File: config.mk
export PLATFORM = sky130hd
export DESIGN_NAME = ulc_uart_ctrl
export DESIGN_NICKNAME = d
export VERILOG_FILES = /design/src/pkg/ulc_pkg.sv /design/src/design/ulc_iid_prio.sv /design/src/design/ulc_line_drive.sv /design/src/design/ulc_uart_ctrl.sv
export SDC_FILE = /design/constraint.sdc
export NUM_CORES = 1
export LEC_CHECK = 0
export BUFFER_PORTS_ARGS = -buffer_cell sky130_fd_sc_hd__buf_2
export CAP_MARGIN = 0
export CELL_PAD_IN_SITES_DETAIL_PLACEMENT = 1
export CELL_PAD_IN_SITES_GLOBAL_PLACEMENT = 1
export CORE_MARGIN = 2
export CORE_UTILIZATION = 39
export CTS_CLUSTER_SIZE = 28
export DETAILED_ROUTE_END_ITERATION = 12
export HOLD_SLACK_MARGIN = 0.12
export PLACE_DENSITY_LB_ADDON = 0.1
export SLEW_MARGIN = 5
export SYNTH_ARGS = -nofsm -noshare
export SYNTH_HDL_FRONTEND = slang
export SYNTH_HIERARCHICAL = 1
export SYNTH_SLANG_ARGS = --single-unit
File: constraint.sdc
create_clock -name hclk -period 2.4 [get_ports hclk]
set_input_delay 0.12 -clock hclk [delete_from_list [all_inputs] [get_ports hclk]]
set_output_delay 0.12 -clock hclk [all_outputs]
set_load 0.1 [all_outputs]
File: src/pkg/ulc_pkg.sv
package ulc_pkg;
   // Register byte addresses
   localparam logic [31:0] ADDR_DIV_LO = 32'h5000_1100;
   localparam logic [31:0] ADDR_DIV_HI = 32'h5000_1104;
   localparam logic [31:0] ADDR_IIR_FCR = 32'h5000_1108;
   localparam logic [31:0] ADDR_LCR = 32'h5000_110C;
   localparam logic [31:0] ADDR_MCR = 32'h5000_1110;
   localparam logic [31:0] ADDR_STAT = 32'h5000_117C;
   localparam logic [31:0] ADDR_EVT = 32'h5000_1180;
   localparam logic [31:0] ADDR_MASK = 32'h5000_1184;
   // Identity / queue control fields
   localparam int FCR_DMA = 3;
   localparam int FCR_TXCLR = 2;
   localparam int FCR_RXCLR = 1;
   localparam int FCR_QEN = 0;
   localparam int IIR_QON_LO = 6;
   localparam logic QEN_RST = 1'b1;
   // Line control fields
   localparam int LCR_DIVACC = 7;
   localparam int LCR_BRK = 6;
   localparam int LCR_EPS = 4;
   localparam int LCR_PEN = 3;
   // Modem control fields
   localparam int MCR_LOOP = 4;
   localparam int MCR_IR = 6;
   // Port status field
   localparam int STAT_BUSY = 0;
   // Event status / mask fields
   localparam int EVT_W = 3;
   localparam int EVT_REFUSED = 0;
   localparam int EVT_QRESET = 1;
   localparam int EVT_BRK = 2;
   localparam logic [EVT_W-1:0] EVT_RST = 3'h0;
   // Interrupt identity codes
   localparam logic [3:0] IID_NONE = 4'h1;
   localparam logic [3:0] IID_THR_EMPTY = 4'h2;
   localparam logic [3:0] IID_RX_AVAIL = 4'h4;
   localparam logic [3:0] IID_LINE_STAT = 4'h6;
   localparam logic [3:0] IID_BUSY = 4'h7;
   localparam logic [3:0] IID_CHAR_TMO = 4'hC;
   // Timing
   localparam int CLK_NS = 4;
   localparam int BRK_HALF_NS = 1000;
   localparam int BRK_HALF_CYC = (BRK_HALF_NS / CLK_NS < 1) ? 1 : BRK_HALF_NS / CLK_NS;
   localparam int BRK_CNT_W = 9;

   typedef enum logic [1:0]
   {
      ULC_ST_IDLE = 2'b00,
      ULC_ST_RWAIT = 2'b01,
      ULC_ST_RDONE = 2'b10
   } ulc_bus_st_t;

   // Parity bit that makes the count of ones even or odd
   function automatic logic ulc_parity(input logic [7:0] data, input logic even);
      ulc_parity = even ? (^data) : ~(^data);
   endfunction : ulc_parity
endpackage : ulc_pkg

File: src/design/ulc_iid_prio.sv
`timescale 1ns/100ps
module ulc_iid_prio
(
   input wire logic line_stat,
   input wire logic rx_avail,
   input wire logic char_tmo,
   input wire logic thr_empty,
   input wire logic busy_det,
   output logic [3:0] irq_identity_code
);
   import ulc_pkg::*;

   // Highest priority pending source wins
   always_comb
   begin
      if (line_stat)
         irq_identity_code = IID_LINE_STAT;
      else if (rx_avail)
         irq_identity_code = IID_RX_AVAIL;
      else if (char_tmo)
         irq_identity_code = IID_CHAR_TMO;
      else if (thr_empty)
         irq_identity_code = IID_THR_EMPTY;
      else if (busy_det)
         irq_identity_code = IID_BUSY;
      else
         irq_identity_code = IID_NONE;
   end
endmodule : ulc_iid_prio

File: src/design/ulc_line_drive.sv
`timescale 1ns/100ps
module ulc_line_drive
(
   input wire logic hclk,
   input wire logic hresetn,
   input wire logic break_force,
   input wire logic loop_on,
   input wire logic ir_on,
   input wire logic tx_serial,
   input wire logic ir_tx_n,
   input wire logic ser_in,
   output logic ser_out,
   output logic ir_out_n,
   output logic rx_line
);
   import ulc_pkg::*;

   logic sin_meta_ff;
   logic sin_sync_ff;
   logic [BRK_CNT_W-1:0] cnt_ff;
   logic [BRK_CNT_W-1:0] nxt_cnt;
   logic pulse_ff;
   logic nxt_pulse;
   logic ser_out_ff;
   logic nxt_ser_out;
   logic ir_out_n_ff;
   logic nxt_ir_out_n;
   logic rx_line_ff;
   logic nxt_rx_line;

   // Break pulse train and pin muxing
   always_comb
   begin
      nxt_cnt = cnt_ff;
      nxt_pulse = pulse_ff;
      if (!(break_force && ir_on && !loop_on))
      begin
         nxt_cnt = '0;
         nxt_pulse = 1'b0;
      end
      else if (cnt_ff == BRK_CNT_W'(BRK_HALF_CYC - 1))
      begin
         nxt_cnt = '0;
         nxt_pulse = ~pulse_ff;
      end
      else
         nxt_cnt = cnt_ff + 1'b1;
      // Serial output: idle high in loopback even during break, spacing during break otherwise
      if (loop_on)
         nxt_ser_out = 1'b1;
      else if (break_force)
         nxt_ser_out = 1'b0;
      else
         nxt_ser_out = tx_serial;
      // Infrared output
      if (loop_on && (ir_on || break_force))
         nxt_ir_out_n = 1'b0;
      else if (!ir_on)
         nxt_ir_out_n = 1'b1;
      else if (break_force)
         nxt_ir_out_n = ~pulse_ff;
      else
         nxt_ir_out_n = ir_tx_n;
      // Receiver input, looped back internally in diagnostic mode
      if (loop_on)
         nxt_rx_line = break_force ? 1'b0 : tx_serial;
      else
         nxt_rx_line = sin_sync_ff;
   end

   // Register stage and input synchroniser
   always_ff @(posedge hclk or negedge hresetn)
   begin
      if (!hresetn)
      begin
         sin_meta_ff <= 1'b1;
         sin_sync_ff <= 1'b1;
         cnt_ff <= '0;
         pulse_ff <= 1'b0;
         ser_out_ff <= 1'b1;
         ir_out_n_ff <= 1'b1;
         rx_line_ff <= 1'b1;
      end
      else
      begin
         sin_meta_ff <= ser_in;
         sin_sync_ff <= sin_meta_ff;
         cnt_ff <= nxt_cnt;
         pulse_ff <= nxt_pulse;
         ser_out_ff <= nxt_ser_out;
         ir_out_n_ff <= nxt_ir_out_n;
         rx_line_ff <= nxt_rx_line;
      end
   end

   assign ser_out = ser_out_ff;
   assign ir_out_n = ir_out_n_ff;
   assign rx_line = rx_line_ff;
endmodule : ulc_line_drive

File: src/design/ulc_uart_ctrl.sv
`timescale 1ns/100ps
module ulc_uart_ctrl
(
   input wire logic hclk,
   input wire logic hresetn,
   input wire logic hsel,
   input wire logic [31:0] haddr,
   input wire logic [1:0] htrans,
   input wire logic hwrite,
   input wire logic [2:0] hsize,
   input wire logic [31:0] hwdata,
   input wire logic hready,
   output logic [31:0] hrdata,
   output logic hreadyout,
   output logic hresp,
   input wire logic port_busy,
   input wire logic src_line_stat,
   input wire logic src_rx_avail,
   input wire logic src_char_tmo,
   input wire logic src_thr_empty,
   input wire logic tx_serial,
   input wire logic ir_tx_n,
   input wire logic ser_in,
   input wire logic [7:0] tx_char,
   input wire logic [7:0] rx_char,
   input wire logic rx_par_bit,
   output logic ser_out,
   output logic ir_out_n,
   output logic rx_line,
   output logic tx_par_bit,
   output logic rx_par_err,
   output logic parity_on,
   output logic even_parity_select,
   output logic divisor_access_select,
   output logic [15:0] divisor,
   output logic queue_enable,
   output logic dma_signal_select,
   output logic tx_queue_clear,
   output logic rx_queue_clear,
   output logic irq
);
   import ulc_pkg::*;

   ulc_bus_st_t st_ff;
   ulc_bus_st_t nxt_st;
   logic wr_pend_ff;
   logic nxt_wr_pend;
   logic [31:0] addr_ff;
   logic [31:0] nxt_addr;
   logic [31:0] hrdata_ff;
   logic [31:0] nxt_hrdata;
   logic accept;
   logic [7:0] lcr_ff;
   logic [7:0] nxt_lcr;
   logic [7:0] mcr_ff;
   logic [7:0] nxt_mcr;
   logic [7:0] dll_ff;
   logic [7:0] nxt_dll;
   logic [7:0] dlh_ff;
   logic [7:0] nxt_dlh;
   logic qen_ff;
   logic nxt_qen;
   logic dma_ff;
   logic nxt_dma;
   logic txclr_ff;
   logic nxt_txclr;
   logic rxclr_ff;
   logic nxt_rxclr;
   logic [EVT_W-1:0] evt_ff;
   logic [EVT_W-1:0] nxt_evt;
   logic [EVT_W-1:0] mask_ff;
   logic [EVT_W-1:0] nxt_mask;
   logic [EVT_W-1:0] evt_set;
   logic tx_par_ff;
   logic nxt_tx_par;
   logic rx_err_ff;
   logic nxt_rx_err;
   logic [3:0] iid;
   logic wr_fcr;
   logic wr_lcr;

   // Address phase taken when selected, the bus is ready and htrans marks an active transfer
   assign accept = hsel && hready && htrans[1] && (st_ff != ULC_ST_RWAIT);
   assign wr_fcr = wr_pend_ff && (addr_ff == ADDR_IIR_FCR);
   assign wr_lcr = wr_pend_ff && (addr_ff == ADDR_LCR);

   // Bus sequencing: writes zero-wait, reads one wait state
   always_comb
   begin
      nxt_st = st_ff;
      nxt_wr_pend = 1'b0;
      nxt_addr = addr_ff;
      case (st_ff)
         ULC_ST_IDLE, ULC_ST_RDONE:
         begin
            nxt_st = ULC_ST_IDLE;
            if (accept)
            begin
               nxt_addr = {haddr[31:2], 2'b00};
               nxt_wr_pend = hwrite;
               nxt_st = hwrite ? ULC_ST_IDLE : ULC_ST_RWAIT;
            end
         end
         ULC_ST_RWAIT:
            nxt_st = ULC_ST_RDONE;
         default:
            nxt_st = ULC_ST_IDLE;
      endcase
   end

   always_ff @(posedge hclk or negedge hresetn)
   begin
      if (!hresetn)
      begin
         st_ff <= ULC_ST_IDLE;
         wr_pend_ff <= 1'b0;
         addr_ff <= 32'h0000_0000;
      end
      else
      begin
         st_ff <= nxt_st;
         wr_pend_ff <= nxt_wr_pend;
         addr_ff <= nxt_addr;
      end
   end

   assign hreadyout = (st_ff != ULC_ST_RWAIT);
   assign hresp = 1'b0;
   assign hrdata = hrdata_ff;

   // Read data mux, registered during the wait state
   always_comb
   begin
      nxt_hrdata = hrdata_ff;
      if (st_ff == ULC_ST_RWAIT)
      begin
         nxt_hrdata = 32'h0000_0000;
         case (addr_ff)
            ADDR_DIV_LO:
               nxt_hrdata[7:0] = lcr_ff[LCR_DIVACC] ? dll_ff : 8'h00;
            ADDR_DIV_HI:
               nxt_hrdata[7:0] = lcr_ff[LCR_DIVACC] ? dlh_ff : 8'h00;
            ADDR_IIR_FCR:
            begin
               nxt_hrdata[3:0] = iid;
               nxt_hrdata[IIR_QON_LO+:2] = {2{qen_ff}};
            end
            ADDR_LCR:
               nxt_hrdata[7:0] = lcr_ff;
            ADDR_MCR:
               nxt_hrdata[7:0] = mcr_ff;
            ADDR_STAT:
               nxt_hrdata[STAT_BUSY] = port_busy;
            ADDR_EVT:
               nxt_hrdata[EVT_W-1:0] = evt_ff;
            ADDR_MASK:
               nxt_hrdata[EVT_W-1:0] = mask_ff;
            default:
               nxt_hrdata = 32'h0000_0000;
         endcase
      end
   end

   // Register writes and their side effects
   always_comb
   begin
      nxt_lcr = lcr_ff;
      nxt_mcr = mcr_ff;
      nxt_dll = dll_ff;
      nxt_dlh = dlh_ff;
      nxt_qen = qen_ff;
      nxt_dma = dma_ff;
      nxt_mask = mask_ff;
      nxt_txclr = 1'b0;
      nxt_rxclr = 1'b0;
      evt_set = '0;
      if (wr_fcr)
      begin
         nxt_dma = hwdata[FCR_DMA];
         nxt_qen = hwdata[FCR_QEN];
         nxt_txclr = hwdata[FCR_TXCLR] || (hwdata[FCR_QEN] != qen_ff);
         nxt_rxclr = hwdata[FCR_RXCLR] || (hwdata[FCR_QEN] != qen_ff);
         evt_set[EVT_QRESET] = nxt_txclr || nxt_rxclr;
      end
      if (wr_lcr)
      begin
         nxt_lcr[LCR_BRK] = hwdata[LCR_BRK];
         evt_set[EVT_BRK] = hwdata[LCR_BRK] && !lcr_ff[LCR_BRK];
         if (!port_busy)
         begin
            nxt_lcr[LCR_DIVACC] = hwdata[LCR_DIVACC];
            nxt_lcr[LCR_EPS] = hwdata[LCR_EPS];
            nxt_lcr[LCR_PEN] = hwdata[LCR_PEN];
         end
         else
            evt_set[EVT_REFUSED] = 1'b1;
      end
      if (wr_pend_ff && addr_ff == ADDR_MCR)
      begin
         nxt_mcr[MCR_LOOP] = hwdata[MCR_LOOP];
         nxt_mcr[MCR_IR] = hwdata[MCR_IR];
      end
      if (wr_pend_ff && lcr_ff[LCR_DIVACC] && addr_ff == ADDR_DIV_LO)
         nxt_dll = hwdata[7:0];
      if (wr_pend_ff && lcr_ff[LCR_DIVACC] && addr_ff == ADDR_DIV_HI)
         nxt_dlh = hwdata[7:0];
      if (wr_pend_ff && addr_ff == ADDR_MASK)
         nxt_mask = hwdata[EVT_W-1:0];
      // Sticky events: a new event wins over a write-one clear
      nxt_evt = evt_ff;
      if (wr_pend_ff && addr_ff == ADDR_EVT)
         nxt_evt = evt_ff & ~hwdata[EVT_W-1:0];
      nxt_evt = nxt_evt | evt_set;
      // Parity generate and check
      nxt_tx_par = parity_on && ulc_parity(tx_char, lcr_ff[LCR_EPS]);
      nxt_rx_err = parity_on && (rx_par_bit != ulc_parity(rx_char, lcr_ff[LCR_EPS]));
   end

   always_ff @(posedge hclk or negedge hresetn)
   begin
      if (!hresetn)
      begin
         hrdata_ff <= 32'h0000_0000;
         lcr_ff <= 8'h00;
         mcr_ff <= 8'h00;
         dll_ff <= 8'h00;
         dlh_ff <= 8'h00;
         qen_ff <= QEN_RST;
         dma_ff <= 1'b0;
         txclr_ff <= 1'b0;
         rxclr_ff <= 1'b0;
         evt_ff <= EVT_RST;
         mask_ff <= EVT_RST;
         tx_par_ff <= 1'b0;
         rx_err_ff <= 1'b0;
      end
      else
      begin
         hrdata_ff <= nxt_hrdata;
         lcr_ff <= nxt_lcr;
         mcr_ff <= nxt_mcr;
         dll_ff <= nxt_dll;
         dlh_ff <= nxt_dlh;
         qen_ff <= nxt_qen;
         dma_ff <= nxt_dma;
         txclr_ff <= nxt_txclr;
         rxclr_ff <= nxt_rxclr;
         evt_ff <= nxt_evt;
         mask_ff <= nxt_mask;
         tx_par_ff <= nxt_tx_par;
         rx_err_ff <= nxt_rx_err;
      end
   end

   // Identity code from pending sources
   ulc_iid_prio u_prio
   (
      .line_stat(src_line_stat),
      .rx_avail(src_rx_avail),
      .char_tmo(src_char_tmo && qen_ff),
      .thr_empty(src_thr_empty),
      .busy_det(evt_ff[EVT_REFUSED]),
      .irq_identity_code(iid)
   );

   // Pin drivers for break, infrared and loopback
   ulc_line_drive u_line
   (
      .hclk(hclk),
      .hresetn(hresetn),
      .break_force(lcr_ff[LCR_BRK]),
      .loop_on(mcr_ff[MCR_LOOP]),
      .ir_on(mcr_ff[MCR_IR]),
      .tx_serial(tx_serial),
      .ir_tx_n(ir_tx_n),
      .ser_in(ser_in),
      .ser_out(ser_out),
      .ir_out_n(ir_out_n),
      .rx_line(rx_line)
   );

   // Control outputs
   assign parity_on = lcr_ff[LCR_PEN];
   assign even_parity_select = lcr_ff[LCR_EPS];
   assign divisor_access_select = lcr_ff[LCR_DIVACC];
   assign divisor = {dlh_ff, dll_ff};
   assign queue_enable = qen_ff;
   assign dma_signal_select = dma_ff;
   assign tx_queue_clear = txclr_ff;
   assign rx_queue_clear = rxclr_ff;
   assign tx_par_bit = tx_par_ff;
   assign rx_par_err = rx_err_ff;
   assign irq = |(evt_ff & mask_ff);
endmodule : ulc_uart_ctrl

==> results.txt, run 1 <==
status - complete, no violations
WHS Path Cells - 2
Synth async-reset ratio - 100.0%
CP Capture Type - flip-flop
Final ANT Viol Nets - 0
Setup Viol. Count Final - 0
total power density per cell area - 657.4 nW/µm²
DRT Wirelength - 12030 µm
met3 WL - 546 µm
first-pass GRT wire length - 19750 µm
Overflow after GRT - 0
RSZ-0062 raised after global routing - false
H-tree levels - 3
Max stage delay on crit path - 0.72 ns
Gate Count Post-Synth - 390
clock slew seen by the registers of the worst setup and hold paths - 0.07 ns
CTS buffer count - 9
fmax - 447.9 MHz
die outline width - 112.5 µm
synth unique cells - 62
drt pass-1 iters - 4
most frequent cells in the layout - 105 x buf_2, 84 x dfrtp_1, 59 x mux2_2
hpwl dp - 8623 µm
first-iteration detailed-routing DRC count - 151
CTS Hold Bufs - 43
Starting Density - 40.07%
slowest stage cell, crit path - or4b_2
DR WL met2 - 6284 µm
share of post-route cells with drive strength above 1 - 39.06%
fin. max-slew vios - 0
hold crit path type - in -> reg
fin worst setup slack - 0.1674 ns
critical path type - reg -> reg
Wirelength per Cell - 17.29 µm
Tcrit/Tclk final - 93.03%
Yosys warnings - 6
Worst R2R Path Depth - 4
Netlist Area Pre-Place - 4594 µm²
pre-CTS setup slack - 0.1950 ns
skew final - 0.007627 ns
Critical Path AT - 2.45 ns
Top Ports - 162
global-route usage over all layers - 19.82%
Via density - 5.128
DRT met1 WL - 5005 µm
Clock Path Buffers - 2
Vias - 3569
clock sink count - 90
vias in the first global route - 3867
post-CTS resize count - 0
Layout Nets - 649
Crit path required time - 2.62 ns
minimum clock period after layout - 2.233 ns
final instance area - 5972 µm²
Peak VDD IR - 0.0005113 V
GPL Wtd Cong - 0.8055
highest metal used - met4
Core Region - 11470 µm²
leakage - 2.854 nW
largest net degree at the start of global routing - 56
number of enable flip-flop cells after synthesis - 0
Seq/Total Area, Yosys - 49.18%
clock root cell - clkbuf_16
Placed Area - 5261 µm²
PortBufs - 106
Diodes inserted - 0
Die ar. - 12670 µm²
final hold violations - 0
Rel. slew slack - 62.79%
Post-CTS Setup Inserts - 0
Rows - 39
initial antenna violation count - 0
worst slew pin tran - 0.5505 ns
setup TNS - 0 ns
latest clock arrival within the worst-skew pair - 0.34 ns
Mapped Avg Cell Area - 11.78 µm²
synth-to-layout area growth - 29.98%
Die Ht - 112.5 µm
CTS tree - built
drc violations - 0
commonest non-fill, non-tap cell in the layout - buf_2
Synth Register Bits - 90
Synth Flop Type - dfrtp_1
critical path fanouts, max - 6
Max-cap violations - 0
kind of start point of the critical path - flip-flop
crit path cell chain - or4b_2 > nor2_1 > nor4b_4 > mux2_2
==> worst max-delay path, delay by kind of cell (launching register included) <==
family,cells,cell delay (ns)
AND/OR/NAND/NOR,3,1.29
multiplexers,1,0.37
flip-flops,1,0.45
==> cells in the mapped netlist, types with 8 or more instances <==
library cell  count  area share [%]
inv_1            13             1.1
dfrtp_1          84              46
xnor2_1          12             2.3
nand3_1          11             1.2
clkbuf_1         12            0.98
buf_4            25             4.1
mux2i_1          11             2.4
nand4_1           9             1.2
nor2_1           24             2.0
o31ai_1           8             1.3
nand2_1          18             1.5
mux2_2           59              14
==> flip-flops by register name, summed over array words and instances (netlist names), 2 cells and up <==
register	count
hrdata	8
addr_ff	30
dll_ff	8
lcr_ff	4
st_ff	2
dlh_ff	8
mcr_ff	2
u_line/cnt_ff	9
mask_ff	3
evt_ff	3
==> power breakdown <==
part	switching [W]	internal, W	total (W)
sequential	0.000125	0.00164	0.00176
clock	0.000610	0.000708	0.00132
combinational	0.000525	0.000319	0.000844
total	0.00126	0.00267	0.00393
==> per-stage QoR <==
| stage | util, % | cells | hold WS (ns) | total power [W] |
|---|---|---|---|---|
| 6_report | 52.08 | 696 | 0.1493 | 0.003926 |
| 5_1_grt | 52.08 | 696 | 0.1336 | 0.004115 |
| 4_1_cts | 52.08 | 696 | 0.1316 | 0.003983 |
| 3_5_place_dp | 45.88 | 637 | 0.1225 | 0.002581 |
| 3_3_place_gp | 45.88 | 637 | 0.1173 | 0.002561 |
| 2_1_floorplan | - | 414 | -0.1756 | 0.002367 |
==> final timing paths <==
check,start,to,slack (ns)
max,addr_ff[5],mask_ff[0],0.17
min,hwdata[0],dll_ff[0],0.15
max reg2reg,addr_ff[5],mask_ff[0],0.17
min reg2reg,u_line/sin_meta_ff,u_line/sin_sync_ff,0.36
max in group asynchronous,hresetn,u_line/ir_out_n,1.39
min in group asynchronous,hresetn,hrdata[2],0.28
==> routing by layer <==
metal  up-vias  GRT usage [%]
met1      1776          24.10
met5         -              0
met3        16          5.400
met4         0          5.203
li1       1677              -
met2       100          34.77
==> kinds of logic (layout without fill, tap and decap cells) <==
kind of cell,count (synthesis),after routing,share of synthesized area (%)
muxes,70,70,16.86
buffers and inverters,52,191,6.400
DFF,90,90,49.18
adders and majority gates,2,2,0.5446
and+or+nand+nor,114,114,16.01
AOI/OAI and AO/OA,40,40,6.318
other,1,25,0.08162
xor gates and xnor gates,21,21,4.602
==> final cells by class <==
type	count	area [µm²]
multi-input combinational	272	2131
inverter	13	48.80
sequential	90	2260
tap	143	178.9
clock buffer	9	225.2
clock inverter	7	55.05
timing repair buffer	162	1074
fill	1252	5495
Power figures use the tool's default switching activity.
==> inputs of run 2 (changes only) <==
BUFFER_PORTS_ARGS = default   (was -buffer_cell sky130_fd_sc_hd__buf_2)
CORE_UTILIZATION = 43   (was 39)
DONT_BUFFER_PORTS = 1   (was default)
clock period = 1.88 ns   (was 2.4 ns; I/O delays follow)
==> run 2 against run 1 <==
  * The flow now finishes with violations (hold timing, setup timing)
  * Maximum frequency grew 9.3%
  * Count of clock-buffer cells in the layout grew 2
  * Largest power group unchanged
  * Global-route usage grew 3.8 points
  * Sequential power grew 28%
  * Worst hold slack lost 0.73 ns
  * Flip-flop and latch count is the same
  * Highest routed layer unchanged
==> results.txt, run 2 (synthesis results as in run 1) <==
status - complete, but fails checks
violated checks - hold timing, setup timing
CTS tree - built
CTS Hold Bufs - 46 (+7.0%)
kind of start point of the critical path - flip-flop
vias in the first global route - 3881 (+0.36%)
Starting Density - 44.31% (+4.2 points)
synth-to-layout area growth - 34.20%
Top Ports - 162 (unchanged)
fmax - 489.4 MHz (+9.3%)
largest net degree at the start of global routing - 91 (+63%)
crit path cell chain - nor4b_2 > buf_4 > nand4_4 > nor4_4 > buf_4 > mux2_4
crit-path most repeated cell - buf_4
pre-CTS setup slack - -0.2935 ns (-0.4884 ns)
CTS buffer count - 9 (unchanged)
H-tree levels - 3 (unchanged)
Hold Slack - -0.5797 ns (-0.7291 ns)
Non-Filler Instances - 672 (-3.4%)
critical path fanouts, max - 6 (unchanged)
commonest non-fill, non-tap cell in the layout - buf_4
GPL Wtd Cong - 0.8470 (+5.2%)
Top delay family on crit path - simple AND/OR/NAND/NOR gates
Max stage delay on crit path - 0.40 ns (-0.32 ns)
Worst R2R Path Depth - 6 (+2)
Largest regs - addr_ff (30), u_line/cnt_ff (9)
fin. max-slew vios - 0 (unchanged)
CP bufs+invs - 2 (+2)
Final ANT Viol Nets - 0 (unchanged)
PortBufs - 0 (-100%)
Tcrit/Tclk final - 108.7% (+16 points)
Setup crit start - addr_ff[26]
Vias - 3522 (-1.3%)
hpwl dp - 8501 µm (-1.4%)
Setup Viol. Count Final - 28 (+28)
leakage - 2.848 nW (-0.20%)
Wirelength per Cell - 19.71 µm (+14%)
drc violations - 0 (unchanged)
reg2reg start - addr_ff[26]
final instance area - 6166 µm² (+3.2%)
max reg flops - 30 (unchanged)
first-pass GRT wire length - 20840 µm (+5.5%)
Max-cap violations - 0 (unchanged)
initial antenna violation count - 0 (unchanged)
share of post-route cells with drive strength above 1 - 38.81% (-0.25 points)
Critical Path End - dlh_ff[7]
Crit path required time - 2.13 ns (-0.49 ns)
latest clock arrival within the worst-skew pair - 0.36 ns (+0.02 ns)
Final Power - 0.004778 W (+22%)
minimum clock period after layout - 2.043 ns (-0.1893 ns)
Critical Path AT - 2.29 ns (-0.16 ns)
Rows - 37 (-5.1%)
Cells after DPL - 599 (-6.0%)
Die Ht - 107.4 µm (-4.6%)
fin worst setup slack - -0.1634 ns (-0.3307 ns)
global-route usage over all layers - 23.65% (+3.8 points)
Via density - 5.241 (+2.2%)
critical path type - reg -> reg
Diodes inserted - 0 (unchanged)
first-iteration detailed-routing DRC count - 120 (-21%)
skew final - 0.01368 ns (+0.006056 ns)
total power density per cell area - 774.9 nW/µm² (+18%)
DRT Wirelength - 13250 µm (+10%)
reg-to-reg slack, setup - -0.16 ns (-0.33 ns)
FF-to-FF End - dlh_ff[7]
largest reg by FF count - addr_ff
slowest stage cell, crit path - dfrtp_1
clock slew seen by the registers of the worst setup and hold paths - 0.10 ns (+0.03 ns)
die outline width - 107.4 µm (-4.6%)
Layout Nets - 632 (-2.6%)
hold crit path type - in -> async
Peak VDD IR - 0.0004106 V (-20%)
clock root cell - clkbuf_8
Clock Path Buffers - 2 (unchanged)
RSZ-0062 raised after global routing - true
Core Region - 10370 µm² (-9.6%)
most frequent cells in the layout - 94 x buf_4, 82 x dfrtp_1, 46 x dlygate4sd3_1
Overflow after GRT - 0 (unchanged)
Placed Area - 5299 µm² (+0.71%)
CP Capture Type - flip-flop
clock sink count - 90 (unchanged)
Levels on crit path - 6 (+2)
final hold violations - 90 (+90)
Die ar. - 11530 µm² (-9.0%)
drt pass-1 iters - 4 (unchanged)
[run 2: final cells by class]
type	count	area, µm²
inverters	13	48.80
multi-input cells	272	2265
flip-flops and latches	90	2262
repair buffers	145	1240
well taps	136	170.2
clock buffers	11	141.4
fillers	1103	4204
clock inverters	5	38.79
[run 2: power breakdown]
group	total (W)	internal [W]	switching (W)
sequential	0.00226	0.00209	0.000166
clock	0.00126	0.000526	0.000735
combinational	0.00126	0.000554	0.000705
[run 2: stage by stage]
step | TNS, ns | utilization (%) | hold slack (ns)
global placement | -2.609 | 51.10 | -0.1979
floorplan | -1.568 | - | -0.2016
CTS | -3.488 | 59.10 | -0.5911
global route | -5.636 | 59.46 | -0.6078
finish | -3.423 | 59.46 | -0.5797
detailed placement | -4.944 | 51.10 | -0.1979
[run 2: worst min-delay path by stage]
stage          startpoint          end  slack, ns  depth (start not counted)
3_3_place_gp      hresetn    hrdata[1]      -0.20                          0
3_5_place_dp      hresetn    hrdata[5]      -0.20                          0
4_1_cts           hresetn   addr_ff[4]      -0.59                          0
5_1_grt           hresetn    hrdata[5]      -0.61                          0
6_report          hresetn    hrdata[1]      -0.58                          0
2_1_floorplan     hresetn  addr_ff[10]      -0.20                          0
[run 2: what timing repair did]
| action | 4_1_cts | 5_1_grt |
|---|---|---|
| endpoints found under the setup margin | 29 | 38 |
| endpoints found under the hold margin | 160 | 90 |
| gates resized for setup | 26 | 8 |
| buffers inserted | 10 | 1 |
| pin swaps | 6 | 6 |
[run 2: worst reg2reg max path: cells and delay by family (launching register included)]
family,cells,cell delay [ns]
buffers and inverters,2,0.40
DFF,1,0.40
and+or+nand+nor,3,0.84
muxes,1,0.30
[run 2: routing by layer]
metal / wire length [µm] / up-vias / global-route usage, %
li1: - / 1634 / -
met1: 5425 / 1788 / 28.16
met2: 7040 / 83 / 42.54
met3: 537 / 17 / 4.600
met4: 246 / 0 / 8.242
met5: 0 / - / 0
==> inputs of run 3 (changes only) <==
CELL_PAD_IN_SITES_DETAIL_PLACEMENT = 0   (was 1)
CORE_ASPECT_RATIO = 0.7   (was default)
SYNTH_HIERARCHICAL = default   (was 1)
==> run 3 against run 2 <==
  * The run still ends with hold timing, setup timing left
  * Sequential share of layout area down 0.82 points
  * Wire length down 15%
  * Cell count is 1.3% lower
  * Power grew 7.1%
  * Maximum frequency shrank 4.8%
  * Register-to-register slack lost 0.10 ns
  * Combinational power shrank 6%
  * Cell area up 2.3%
  * Critical endpoint is now dll_ff[3]
==> results.txt, run 3 <==
status - complete, but fails checks
violated checks - hold timing, setup timing
Core Region - 10240 µm² (-1.3%)
Non-Filler Instances - 663 (-1.3%)
GPL Wtd Cong - 0.8602 (+1.6%)
kind of start point of the critical path - flip-flop
initial antenna violation count - 0 (unchanged)
clock root cell - clkbuf_16
Rows - 31 (-16%)
Yosys warnings - 0 (-6)
Largest regs - addr_ff (30), u_line.cnt_ff (9)
final hold violations - 90 (unchanged)
Layout Nets - 627 (-0.79%)
Synth Flop Type - dfrtp_1
Worst R2R Path Depth - 6 (unchanged)
hold crit path type - in -> async
critical path type - reg -> reg
Tcrit/Tclk final - 114.2% (+5.5 points)
Seq/Total Area, Yosys - 50.62% (+1.4 points)
hpwl dp - 8054 µm (-5.3%)
share of post-route cells with drive strength above 1 - 40.68% (+1.9 points)
Cells after DPL - 591 (-1.3%)
die outline width - 125.8 µm (+17%)
critical path fanouts, max - 4 (-2)
Wirelength per Cell - 17.06 µm (-13%)
Overflow after GRT - 0 (unchanged)
Crit path required time - 2.10 ns (-0.03 ns)
Hold Slack - -0.5531 ns (+0.02661 ns)
vias in the first global route - 3336 (-14%)
Vias - 3355 (-4.7%)
crit path cell chain - nor4b_2 > nand4_1 > or3_4 > nor3_4 > buf_4 > mux2_2
global-route usage over all layers - 20.44% (-3.2 points)
max reg flops - 30 (unchanged)
Die Ht - 89.25 µm (-17%)
first-iteration detailed-routing DRC count - 239 (+99%)
leakage - 2.808 nW (-1.4%)
cell taking the most area after synthesis - dfrtp_1
fin worst setup slack - -0.2662 ns (-0.1028 ns)
Max-cap violations - 0 (unchanged)
Mapped Avg Cell Area - 11.42 µm² (-3.1%)
Final ANT Viol Nets - 0 (unchanged)
top post-synthesis cells by count - 84 x dfrtp_1, 62 x mux2_2, 33 x nor2_1
Diodes inserted - 0 (unchanged)
slowest stage cell, crit path - or3_4
Gate Count Post-Synth - 391 (+0.26%)
Peak VDD IR - 0.0005428 V (+32%)
setup TNS - -6.966 ns (-3.543 ns)
first-pass GRT wire length - 17710 µm (-15%)
synth unique cells - 57 (-8.1%)
synth-to-layout area growth - 41.34%
Max stage delay on crit path - 0.46 ns (+0.06 ns)
H-tree levels - 3 (unchanged)
commonest non-fill, non-tap cell in the layout - dfrtp_1
Via density - 5.060 (-3.4%)
CP Capture Type - flip-flop
FF-to-FF End - dll_ff[3]
drc violations - 0 (unchanged)
reg2reg start - addr_ff[31]
PortBufs - 0 (unchanged)
top cells by area, synth - dfrtp_1 47%, mux2_2 16%, buf_4 4.2%
Critical Path AT - 2.37 ns (+0.08 ns)
Clock Path Buffers - 2 (unchanged)
Synth async-reset ratio - 100.0% (unchanged)
fmax - 465.9 MHz (-4.8%)
Netlist Area Pre-Place - 4464 µm² (-2.8%)
number of enable flip-flop cells after synthesis - 0 (unchanged)
Die ar. - 11230 µm² (-2.6%)
post-synth top area share - 47.09% (+1.3 points)
fin. max-slew vios - 0 (unchanged)
Starting Density - 43.60% (-0.71 points)
most frequent cell after synthesis - dfrtp_1
CTS tree - built
clock sink count - 90 (unchanged)
Synth Register Bits - 90 (unchanged)
CTS buffer count - 9 (unchanged)
most frequent cells in the layout - 83 x dfrtp_1, 75 x buf_4, 49 x mux2_2
Setup Viol. Count Final - 39 (+39%)
latest clock arrival within the worst-skew pair - 0.34 ns (-0.02 ns)
total power density per cell area - 811.1 nW/µm² (+4.7%)
DRT Wirelength - 11310 µm (-15%)
RSZ-0062 raised after global routing - true
largest reg by FF count - addr_ff
largest net degree at the start of global routing - 91 (unchanged)
minimum clock period after layout - 2.146 ns (+0.1028 ns)
CTS Hold Bufs - 47 (+2.2%)
clock slew seen by the registers of the worst setup and hold paths - 0.07 ns (-0.03 ns)
drt pass-1 iters - 4 (unchanged)
Top Ports - 162 (unchanged)
skew final - 0.005642 ns (-0.008041 ns)
reg-to-reg slack, setup - -0.27 ns (-0.10 ns)
[run 3: worst max-delay path: cells and delay by family, from the launching register on]
kind	cells	cell delay (ns)
and+or+nand+nor	4	1.13
buffers and inverters	1	0.17
DFF	1	0.39
muxes	1	0.33
[run 3: how the worst max path moves through the flow]
stage	slack [ns]	startpoint	to	cells past startpoint
5_1_grt	-0.37	addr_ff[31]	dll_ff[3]	6
3_3_place_gp	-0.31	addr_ff[26]	dll_ff[7]	6
6_report	-0.27	addr_ff[31]	dll_ff[3]	6
3_5_place_dp	-0.34	addr_ff[26]	dll_ff[4]	6
2_1_floorplan	-0.35	lcr_ff[7]	dll_ff[0]	6
4_1_cts	-0.26	addr_ff[15]	mask_ff[2]	6
[run 3: area by class of cell]
| type | instances | area [µm²] |
|---|---|---|
| Clock buffer | 11 | 242.7 |
| Clock inverter | 5 | 37.54 |
| Fill cell | 848 | 3930 |
| Inverter | 11 | 41.29 |
| Multi-Input combinational cell | 277 | 2331 |
| Sequential cell | 90 | 2263 |
| Tap cell | 132 | 165.2 |
| Timing Repair Buffer | 137 | 1229 |
[run 3: routing by layer]
layer  track usage [%]  part of all wire (%)  vias to the layer above
li1                  -                     -                     1607
met1             30.98                    50                     1639
met2             29.14                    43                      103
met3             5.984                   6.4                        6
met4             4.296                  0.65                        0
met5                 0                     0                        -
[run 3: metrics by stage]
stage                     power (W)  utilization [%]  setup slack, ns  cell area [µm²]
after floorplan            0.003088                -          -0.3504             4626
after global placement     0.003301            50.61          -0.3103             5182
after detailed placement   0.003318            50.61          -0.3370             5182
after CTS                  0.005131            60.20          -0.2552             6165
after global routing       0.005331            61.62          -0.3692             6310
final                      0.005118            61.62          -0.2662             6310
[run 3: cell families after synthesis]
group	count (synthesis)	synth area share, %
buf+inv	48	6.166
other cells	1	0.08400
simple gates	115	14.32
xor+xnor	26	5.101
mux	67	16.76
fa+ha+maj	2	0.5604
compound gates	42	6.390
flops	90	50.62
[run 3: repair_timing]
item                                    CTS  global route
endpoints found under the setup margin   36            40
setup buffers                             5             6
pin swaps                                14            18
resized for setup                        44            29
endpoints found under the hold margin   161            90
[run 3: power by group]
part / total, W / leakage [nW] / switching (W) / internal [W]
clock: 0.00169 / 0.132 / 0.000751 / 0.000937
sequential: 0.00225 / 1.15 / 0.000148 / 0.00210
combinational: 0.00118 / 1.53 / 0.000722 / 0.000455
total: 0.00512 / 2.81 / 0.00162 / 0.00350
